==> src/pin_mux_pkg.sv <==
// pin mux package: register word addresses, field layout, reset values
// assumes a 16-bit cpu i/o port with word addresses
package pin_mux_pkg;
	// ========================================
	// register word addresses
	localparam logic [15:0] EXT_BUS_SELECT_ADDR = 16'h1c00;
	localparam logic [15:0] PULLDOWN_INHIBIT_1_ADDR = 16'h1c17;
	localparam logic [15:0] PULLDOWN_INHIBIT_2_ADDR = 16'h1c18;
	localparam logic [15:0] PULLDOWN_INHIBIT_3_ADDR = 16'h1c19;
	// ========================================
	// select register field positions
	localparam int ADDR_ROUTE_LSB = 0;
	localparam int SERIAL0_ROUTE_LSB = 8;
	localparam int SERIAL1_ROUTE_LSB = 10;
	localparam int PARALLEL_ROUTE_LSB = 12;
	// ========================================
	// reset values
	localparam logic [15:0] EXT_BUS_SELECT_RESET = 16'h0000;
	localparam logic [15:0] PULLDOWN_INHIBIT_RESET = 16'h0000;
	// ========================================
	// route codes
	localparam logic [1:0] SERIAL_ROUTE_CARD = 2'h0;
	localparam logic [1:0] SERIAL_ROUTE_AUDIO = 2'h1;
	localparam logic [1:0] SERIAL_ROUTE_GPIO = 2'h2;
	localparam logic [2:0] PARALLEL_ROUTE_DISPLAY = 3'h0;
	localparam logic [2:0] PARALLEL_ROUTE_GPIO = 3'h1;
	localparam logic [2:0] PARALLEL_ROUTE_MIXED = 3'h2;
	localparam logic [2:0] PARALLEL_ROUTE_AUDIO = 3'h3;
	localparam logic [0:0] ADDR_ROUTE_EMIF = 1'h0;
endpackage

==> src/gpio_pin_mux_pulldown.sv <==
// pad routing and internal pulldown control for 32 shared pads
// assumes pads resolved outside from out/oe; pad inputs are asynchronous
`timescale 1ns/1ps
`default_nettype none

// Behaviour
// - all logic here runs on the system clock only.
// - thirty-two general pins, 31 down to 0, each input or output.
// - one select register at 0x1c00 chooses every shared pad function.
// - new routing takes effect one cycle after the select register takes the write.
// - every pad is shared and has a switchable internal pulldown.
// - pulldowns are set by inhibit registers at 0x1c17, 0x1c18, 0x1c19.
// - pins 0-5 routed by the serial port 0 field.
// - pins 6-11 routed by the serial port 1 field.
// - pins 12-20 and 27-31 routed by the parallel port field.
// - pins 21-26 each routed by its own address-line bit.
// - pulldowns of pins 0-11 follow the first inhibit register.
// - pulldowns of pins 21-26 follow the second inhibit register.
// - pulldowns of pins 12-20 and 27-31 follow the third inhibit register.
// - only hardware reset restores defaults; all pins default to input.
module gpio_pin_mux_pulldown (
	// clock and hardware reset
	input wire logic clk_i,
	input wire logic sys_rst_i,
	// cpu i/o port
	input wire logic [15:0] io_addr_i,
	input wire logic io_wr_i,
	input wire logic io_rd_i,
	input wire logic [15:0] io_wdata_i,
	output logic [15:0] io_rdata_o,
	// general pin core side
	input wire logic [31:0] general_pins_out_i,
	input wire logic [31:0] general_pins_oe_i,
	output logic [31:0] general_pins_in_o,
	// alternate functions per pad: card, audio, display/emif, mixed
	input wire logic [31:0] card_out_i,
	input wire logic [31:0] card_oe_i,
	output logic [31:0] card_in_o,
	input wire logic [31:0] audio_out_i,
	input wire logic [31:0] audio_oe_i,
	output logic [31:0] audio_in_o,
	input wire logic [31:0] main_out_i,
	input wire logic [31:0] main_oe_i,
	output logic [31:0] main_in_o,
	input wire logic [31:0] mixed_out_i,
	input wire logic [31:0] mixed_oe_i,
	output logic [31:0] mixed_in_o,
	// pads
	input wire logic [31:0] pad_i,
	output logic [31:0] pad_o,
	output logic [31:0] pad_oe_o,
	output logic [31:0] internal_pulldown_en_o
);
	// ========================================
	// registers
	logic [15:0] ext_bus_select_q;
	logic [15:0] pulldown_inhibit_1_q;
	logic [15:0] pulldown_inhibit_2_q;
	logic [15:0] pulldown_inhibit_3_q;
	logic [31:0] pad_sync1_q;
	logic [31:0] pad_sync2_q;
	logic [1:0] sel_d [32];
	logic [31:0] inhibit_d;
	logic [1:0] serial_port0_route_field;
	logic [1:0] serial_port1_route_field;
	logic [2:0] parallel_port_route_field;
	logic [5:0] addr_route_bits;

	// register writes; only sys_rst_i clears them, no software reset path
	always_ff @(posedge clk_i) begin
		if (sys_rst_i) begin
			ext_bus_select_q <= pin_mux_pkg::EXT_BUS_SELECT_RESET;
			pulldown_inhibit_1_q <= pin_mux_pkg::PULLDOWN_INHIBIT_RESET;
			pulldown_inhibit_2_q <= pin_mux_pkg::PULLDOWN_INHIBIT_RESET;
			pulldown_inhibit_3_q <= pin_mux_pkg::PULLDOWN_INHIBIT_RESET;
		end else if (io_wr_i) begin
			if (io_addr_i == pin_mux_pkg::EXT_BUS_SELECT_ADDR) begin
				ext_bus_select_q <= io_wdata_i;
			end
			if (io_addr_i == pin_mux_pkg::PULLDOWN_INHIBIT_1_ADDR) begin
				pulldown_inhibit_1_q <= io_wdata_i;
			end
			if (io_addr_i == pin_mux_pkg::PULLDOWN_INHIBIT_2_ADDR) begin
				pulldown_inhibit_2_q <= io_wdata_i;
			end
			if (io_addr_i == pin_mux_pkg::PULLDOWN_INHIBIT_3_ADDR) begin
				pulldown_inhibit_3_q <= io_wdata_i;
			end
		end
	end

	// read data registered; unmapped addresses read zero
	always_ff @(posedge clk_i) begin
		if (sys_rst_i) begin
			io_rdata_o <= 16'h0000;
		end else if (io_rd_i) begin
			unique case (io_addr_i)
				pin_mux_pkg::EXT_BUS_SELECT_ADDR: io_rdata_o <= ext_bus_select_q;
				pin_mux_pkg::PULLDOWN_INHIBIT_1_ADDR: io_rdata_o <= pulldown_inhibit_1_q;
				pin_mux_pkg::PULLDOWN_INHIBIT_2_ADDR: io_rdata_o <= pulldown_inhibit_2_q;
				pin_mux_pkg::PULLDOWN_INHIBIT_3_ADDR: io_rdata_o <= pulldown_inhibit_3_q;
				default: io_rdata_o <= 16'h0000;
			endcase
		end
	end

	// ========================================
	// field decode
	assign serial_port0_route_field = ext_bus_select_q[pin_mux_pkg::SERIAL0_ROUTE_LSB +: 2];
	assign serial_port1_route_field = ext_bus_select_q[pin_mux_pkg::SERIAL1_ROUTE_LSB +: 2];
	assign parallel_port_route_field = ext_bus_select_q[pin_mux_pkg::PARALLEL_ROUTE_LSB +: 3];
	assign addr_route_bits = ext_bus_select_q[pin_mux_pkg::ADDR_ROUTE_LSB +: 6];

	// per-pad source: 0 card/display/emif, 1 audio, 2 general pin, 3 mixed
	always_comb begin
		for (int i = 0; i < 32; i++) begin
			sel_d[i] = 2'h2;
			if (i <= 5) begin
				unique case (serial_port0_route_field)
					pin_mux_pkg::SERIAL_ROUTE_CARD: sel_d[i] = 2'h0;
					pin_mux_pkg::SERIAL_ROUTE_AUDIO: sel_d[i] = (i <= 3) ? 2'h1 : 2'h2;
					default: sel_d[i] = 2'h2;
				endcase
			end else if (i <= 11) begin
				unique case (serial_port1_route_field)
					pin_mux_pkg::SERIAL_ROUTE_CARD: sel_d[i] = 2'h0;
					pin_mux_pkg::SERIAL_ROUTE_AUDIO: sel_d[i] = (i <= 9) ? 2'h1 : 2'h2;
					default: sel_d[i] = 2'h2;
				endcase
			end else if (i >= 21 && i <= 26) begin
				// one route bit per address line
				sel_d[i] = (addr_route_bits[i-21] == pin_mux_pkg::ADDR_ROUTE_EMIF)
					? 2'h0 : 2'h2;
			end else begin
				unique case (parallel_port_route_field)
					pin_mux_pkg::PARALLEL_ROUTE_DISPLAY: sel_d[i] = 2'h0;
					pin_mux_pkg::PARALLEL_ROUTE_MIXED: sel_d[i] = (i >= 18) ? 2'h3 : 2'h2;
					pin_mux_pkg::PARALLEL_ROUTE_AUDIO: sel_d[i] = (i >= 18) ? 2'h1 : 2'h2;
					default: sel_d[i] = 2'h2;
				endcase
			end
		end
	end

	// inhibit bit per pad: pins 0-11 reg1, 21-26 reg2, rest reg3 in order
	always_comb begin
		inhibit_d[11:0] = pulldown_inhibit_1_q[11:0];
		inhibit_d[26:21] = pulldown_inhibit_2_q[5:0];
		inhibit_d[20:12] = pulldown_inhibit_3_q[8:0];
		inhibit_d[31:27] = pulldown_inhibit_3_q[13:9];
	end

	// two-flop synchroniser on asynchronous pad inputs
	always_ff @(posedge clk_i) begin
		if (sys_rst_i) begin
			pad_sync1_q <= 32'h00000000;
			pad_sync2_q <= 32'h00000000;
		end else begin
			pad_sync1_q <= pad_i;
			pad_sync2_q <= pad_sync1_q;
		end
	end

	// pad drive registered from current select: route lands next cycle
	always_ff @(posedge clk_i) begin
		if (sys_rst_i) begin
			pad_o <= 32'h00000000;
			pad_oe_o <= 32'h00000000;
			internal_pulldown_en_o <= 32'hffffffff;
			general_pins_in_o <= 32'h00000000;
			card_in_o <= 32'h00000000;
			audio_in_o <= 32'h00000000;
			main_in_o <= 32'h00000000;
			mixed_in_o <= 32'h00000000;
		end else begin
			for (int i = 0; i < 32; i++) begin
				internal_pulldown_en_o[i] <= ~inhibit_d[i];
				unique case (sel_d[i])
					2'h0: begin
						// card owns 0-11, display/emif the rest; never merge the two
						pad_o[i] <= (i <= 11) ? card_out_i[i] : main_out_i[i];
						pad_oe_o[i] <= (i <= 11) ? card_oe_i[i] : main_oe_i[i];
					end
					2'h1: begin
						pad_o[i] <= audio_out_i[i];
						pad_oe_o[i] <= audio_oe_i[i];
					end
					2'h2: begin
						pad_o[i] <= general_pins_out_i[i];
						pad_oe_o[i] <= general_pins_oe_i[i];
					end
					2'h3: begin
						pad_o[i] <= mixed_out_i[i];
						pad_oe_o[i] <= mixed_oe_i[i];
					end
				endcase
				general_pins_in_o[i] <= (sel_d[i] == 2'h2) & pad_sync2_q[i];
				card_in_o[i] <= (sel_d[i] == 2'h0) & (i <= 11) & pad_sync2_q[i];
				main_in_o[i] <= (sel_d[i] == 2'h0) & (i > 11) & pad_sync2_q[i];
				audio_in_o[i] <= (sel_d[i] == 2'h1) & pad_sync2_q[i];
				mixed_in_o[i] <= (sel_d[i] == 2'h3) & pad_sync2_q[i];
			end
		end
	end

	// ========================================
	// checks
	property p_write_routes_next;
		@(posedge clk_i) disable iff (sys_rst_i)
		(io_wr_i && io_addr_i == pin_mux_pkg::EXT_BUS_SELECT_ADDR) |=> (ext_bus_select_q == $past(io_wdata_i));
	endproperty
	a_write_routes_next: assert property (p_write_routes_next) else $error("select write lost");

	property p_gpio_route;
		@(posedge clk_i) disable iff (sys_rst_i)
		(serial_port0_route_field == pin_mux_pkg::SERIAL_ROUTE_GPIO) |=> (pad_oe_o[0] == $past(general_pins_oe_i[0]));
	endproperty
	a_gpio_route: assert property (p_gpio_route) else $error("pin 0 not routed to general pin");

	property p_pulldown_follow;
		@(posedge clk_i) disable iff (sys_rst_i)
		1'b1 |=> (internal_pulldown_en_o[21] == !$past(pulldown_inhibit_2_q[0]));
	endproperty
	a_pulldown_follow: assert property (p_pulldown_follow) else $error("pin 21 pulldown wrong");

	property p_unselected_quiet;
		@(posedge clk_i) disable iff (sys_rst_i)
		(addr_route_bits[0] == pin_mux_pkg::ADDR_ROUTE_EMIF) |=> (general_pins_in_o[21] == 1'b0);
	endproperty
	a_unselected_quiet: assert property (p_unselected_quiet) else $error("unselected input saw pad");

	property p_reset_input;
		@(posedge clk_i) sys_rst_i |=> (pad_oe_o == 32'h00000000);
	endproperty
	a_reset_input: assert property (p_reset_input) else $error("pads driven after reset");

	// display route must not let the card drive leak onto pin 12
	property p_display_drive;
		@(posedge clk_i) disable iff (sys_rst_i)
		(sel_d[12] == 2'h0) |=> (pad_o[12] == $past(main_out_i[12]));
	endproperty
	a_display_drive: assert property (p_display_drive) else $error("pin 12 not driven by display");

	property p_inhibit_readback;
		@(posedge clk_i) disable iff (sys_rst_i)
		(io_rd_i && io_addr_i == pin_mux_pkg::PULLDOWN_INHIBIT_3_ADDR)
			|=> (io_rdata_o == $past(pulldown_inhibit_3_q));
	endproperty
	a_inhibit_readback: assert property (p_inhibit_readback) else $error("inhibit 3 read wrong");
endmodule

`default_nettype wire

==> config.mk <==
export PLATFORM = sky130hd
export DESIGN_NAME = gpio_pin_mux_pulldown
export DESIGN_NICKNAME = d
export VERILOG_FILES = /design/src/pin_mux_pkg.sv /design/src/gpio_pin_mux_pulldown.sv
export SDC_FILE = /design/constraint.sdc
export NUM_CORES = 1
export LEC_CHECK = 0
export BUFFER_PORTS_ARGS = -buffer_cell sky130_fd_sc_hd__buf_2
export CAP_MARGIN = 10
export CORE_AREA = 5 5 252 254
export CTS_CLUSTER_SIZE = 25
export DETAILED_ROUTE_END_ITERATION = 16
export DIE_AREA = 0 0 257 259
export PLACE_DENSITY_LB_ADDON = 0.08
export SLEW_MARGIN = 20
export SYNTH_ARGS = -nofsm -noshare
export SYNTH_HDL_FRONTEND = slang
export SYNTH_SLANG_ARGS = --single-unit
==> constraint.sdc <==
create_clock -name clk_i -period 3.3 [get_ports clk_i]
set_clock_uncertainty 0.1 [all_clocks]
set_input_delay 0.495 -clock clk_i [delete_from_list [all_inputs] [get_ports clk_i]]
set_output_delay 0.495 -clock clk_i [all_outputs]
set_load 0.05 [all_outputs]
==> results summary <==
The wire-length estimate of the detail-placed layout is 35240 um. The number of clock buffers added by TritonCTS is 43. The initial antenna violation count is 8. Counting distinct cell types in the post-synthesis netlist gives 40. The total routing usage reported by global routing came out at 13.63%. Along the worst path, the maximum fanout reaches 23.

The worst IR drop on VDD came out at 297.9 uV. The final setup violation count came out at 0. Once placement finished, the instance area stood at 0.01465 mm2. The number of enable flip-flop cells after synthesis came out at 0. The post-route minimum period came out at 2482 ps. The die covers 0.06656 mm2.

The minimum setup slack in the final design is 817.6 ps. The biggest area contributor in the post-synthesis netlist is dfxtp_1. For this configuration, the core starts out at a cell density of 19.05%. The critical path capture point type is a flip-flop. The cell row count is 91. The required time at the worst-slack endpoint came out at 3680 ps. The worst relative slew slack came out at 28.28%. The layout net count is 2035. The placer congestion estimate is 0.7694. The number of levels in the clock H-tree is 2.

Setup repair after global routing left no endpoint under its margin. Gates resized during post-CTS repair numbered 0. The first routing iteration left 486 violations. The number of standard cells after synthesis came out at 1186.

After detailed routing, the number of vias per cell comes to 3.985. The post-synth design cell area came out at 0.01163 mm2. The clock latency on the worst-skew pair came out at 560 ps.

The number of sinks on the clock net came out at 336. The most critical setup path has its endpoint at pad_oe_o[12]. The reg-to-reg startpoint is ext_bus_select_q[13].

The data arrival time of the critical path is 2860 ps. The root buffer cell chosen for the clock tree is clkbuf_16. The standard cell core area is 0.06103 mm2. From bottom edge to top edge, the die measures 259 um.

The worst reg-to-reg path cell count is 5. The global-route wire length before repair came out at 68660 um. Tracing the worst setup path back leads to its startpoint at ext_bus_select_q[13].

The number of I/O port buffers came out at 451. The worst hold margin came out at 39.65 ps. In this run the critical register-to-register path is captured at pad_oe_o[12]. By area the synthesized netlist is led by dfxtp_1 58%, mux2i_1 5.2%, a21oi_1 4.3%, buf_4 4.1%, nand2_1 3.8%. The largest buffer count on any clock path is 3. The synthesis warning total is 0.

The count of buffers added by post-CTS timing repair for setup is 0. The total leakage power is 0.007162 uW. In this run, synthesis produced a sequential element count of 336. The pin count of the biggest net entering global routing came out at 56. The fmax is 402.8 MHz. The kind of critical path is reg2reg. The number of top-level design ports is 660.

The run finished with clean final reports. The post-synthesis async set-or-reset flop share is 0%. The power density relative to cell area came out at 617.2 mW/mm2. The start point of the worst hold path is pad_i[6]. The global route total overflow came out at 0.

The tightest min-delay check is of the in2reg type. The final worst-path cycle share is 75.22%. The number of remaining DRC errors is 0.

Leaving out fill and tap cells, the most frequent cell in the layout is buf_2. For this run, the leading register cell type out of synthesis is dfxtp_1. At the pin with the least slew margin, the transition time is 1075 ps.

The average wire per standard cell is 19.21 um. The CTS tree is done. The final-report hold violation count is 0.

The clock slew seen by the registers of the worst setup and hold paths came out at 60 ps. The max-slew violation total from the final report is 0. The mean cell area of the mapped netlist came out at 9.804 um2. In this run the remaining antenna-violating nets after routing total 0. The setup slack of the most critical reg-to-reg path is 820 ps.

The worst slack after detailed placement is 410.5 ps. The total vias in the final route is 9846. The number of max-cap violations is 0.

The die width came out at 257 um. The signed area change from the synthesized netlist to the final layout is 39.45%. The register area share after synthesis came out at 57.85%. STA classifies the critical path startpoint as a flip-flop.

The design area came out at 0.01621 mm2. In the layout the commonest cells are 450 x buf_2, 336 x dfxtp_1, 118 x nand2_1. The number of detailed-route iterations in the first pass came out at 6. The overall routed net length came out at 47460 um. The via count of the first global-routing pass came out at 10120.

After synthesis, the largest area contributor takes up 57.85% of total cell area. Adding up every negative setup slack in the final design gives 0 ps. The proportion of layout cells with a drive suffix above 1 came out at 34.74%.
==> sequential cells by signal (all words and copies together), names as in the netlist, 16 cells and up <==
register                flops
pad_sync2_q                32
audio_in_o                 16
ext_bus_select_q           16
main_in_o                  20
pad_sync1_q                32
general_pins_in_o          32
pulldown_inhibit_1_q       16
pad_o                      32
pulldown_inhibit_2_q       16
mixed_in_o                 16
pad_oe_o                   32
pulldown_inhibit_3_q       16
io_rdata_o                 16
internal_pulldown_en_o     32
==> repair_timing <==
item | 4_1_cts | 5_1_grt
endpoints found under the hold margin | 5 | 0
hold buffers | 5 | 0
setup endpoints to repair | 0 | 0
==> synthesized netlist by cell type (2+ instances only) <==
master,number
clkbuf_1,71
inv_1,21
buf_4,64
or2_2,3
mux2_2,16
nor4_4,3
nor2b_1,66
dfxtp_1,336
or4_1,4
mux2i_1,60
and2_1,16
buf_8,2
or3_1,2
nor3b_1,8
nor3_4,2
a22oi_1,32
nand2_1,118
nand3_1,32
buf_1,6
o21ai_0,31
nor2_1,115
a21oi_1,101
o22ai_1,16
and3_1,14
o221ai_1,16
a211oi_1,16
nor4_2,2
==> stage by stage <==
step	power [uW]	util [%]	cells
detailed placement	5108	24.01	2387
finish	10010	26.57	2471
global placement	5108	24.01	2387
global route	10450	26.56	2469
floorplan	4858	-	1257
CTS	10210	26.56	2468
==> final cells by class <==
cell class | instances | area (um2)
antenna | 3 | 7.507
clock buffer | 58 | 1214
sequential | 336 | 6726
clock inverter | 18 | 289.0
fill | 6638 | 44810
timing repair buffer | 490 | 2606
tap | 790 | 988.4
multi-input combinational | 755 | 4303
inverter | 21 | 80.08
==> where the power goes <==
part | switching (uW) | internal (uW)
sequential | 23.7 | 4150
combinational | 615 | 223
clock | 1870 | 3120
==> worst min-delay path by stage <==
stage,end,slack [ps],cells after the start
4_1_cts,pad_sync1_q[17],1,2
3_5_place_dp,internal_pulldown_en_o[1],300,1
2_1_floorplan,internal_pulldown_en_o[0],270,1
3_3_place_gp,internal_pulldown_en_o[16],300,1
6_report,pad_sync1_q[6],40,2
5_1_grt,pad_sync1_q[25],9,2
==> layer usage <==
| metal | up-vias | share of wire [%] | routed length (um) | GRT usage, % |
|---|---|---|---|---|
| met5 | - | 0.072 | 34 | 0 |
| met4 | 6 | 1.9 | 899 | 3.355 |
| met3 | 60 | 9.0 | 4251 | 5.408 |
| met2 | 388 | 49 | 23260 | 23.49 |
| met1 | 4597 | 40 | 19010 | 15.92 |
| li1 | 4795 | - | - | - |
==> kinds of logic (layout without fill, tap and decap cells) <==
logic type             count (synthesis)  in the layout  share of synthesized area (%)
and+or+nand+nor                      393            393                          16.74
DFF                                  336            336                          57.85
AOI/OAI and AO/OA                    214            214                          10.97
buffers and inverters                166            587                          7.694
muxes                                 76             76                          6.715
other                                  1             75                        0.03225
==> worst max-delay path, stage by stage, from the launching register on <==
cell and delay [ps]:
dfxtp_1 450, buf_4 330, or3_1 830, buf_4 420, nand2_1 100, a21oi_1 150
Note: power is estimated with default switching activity, not from simulation.
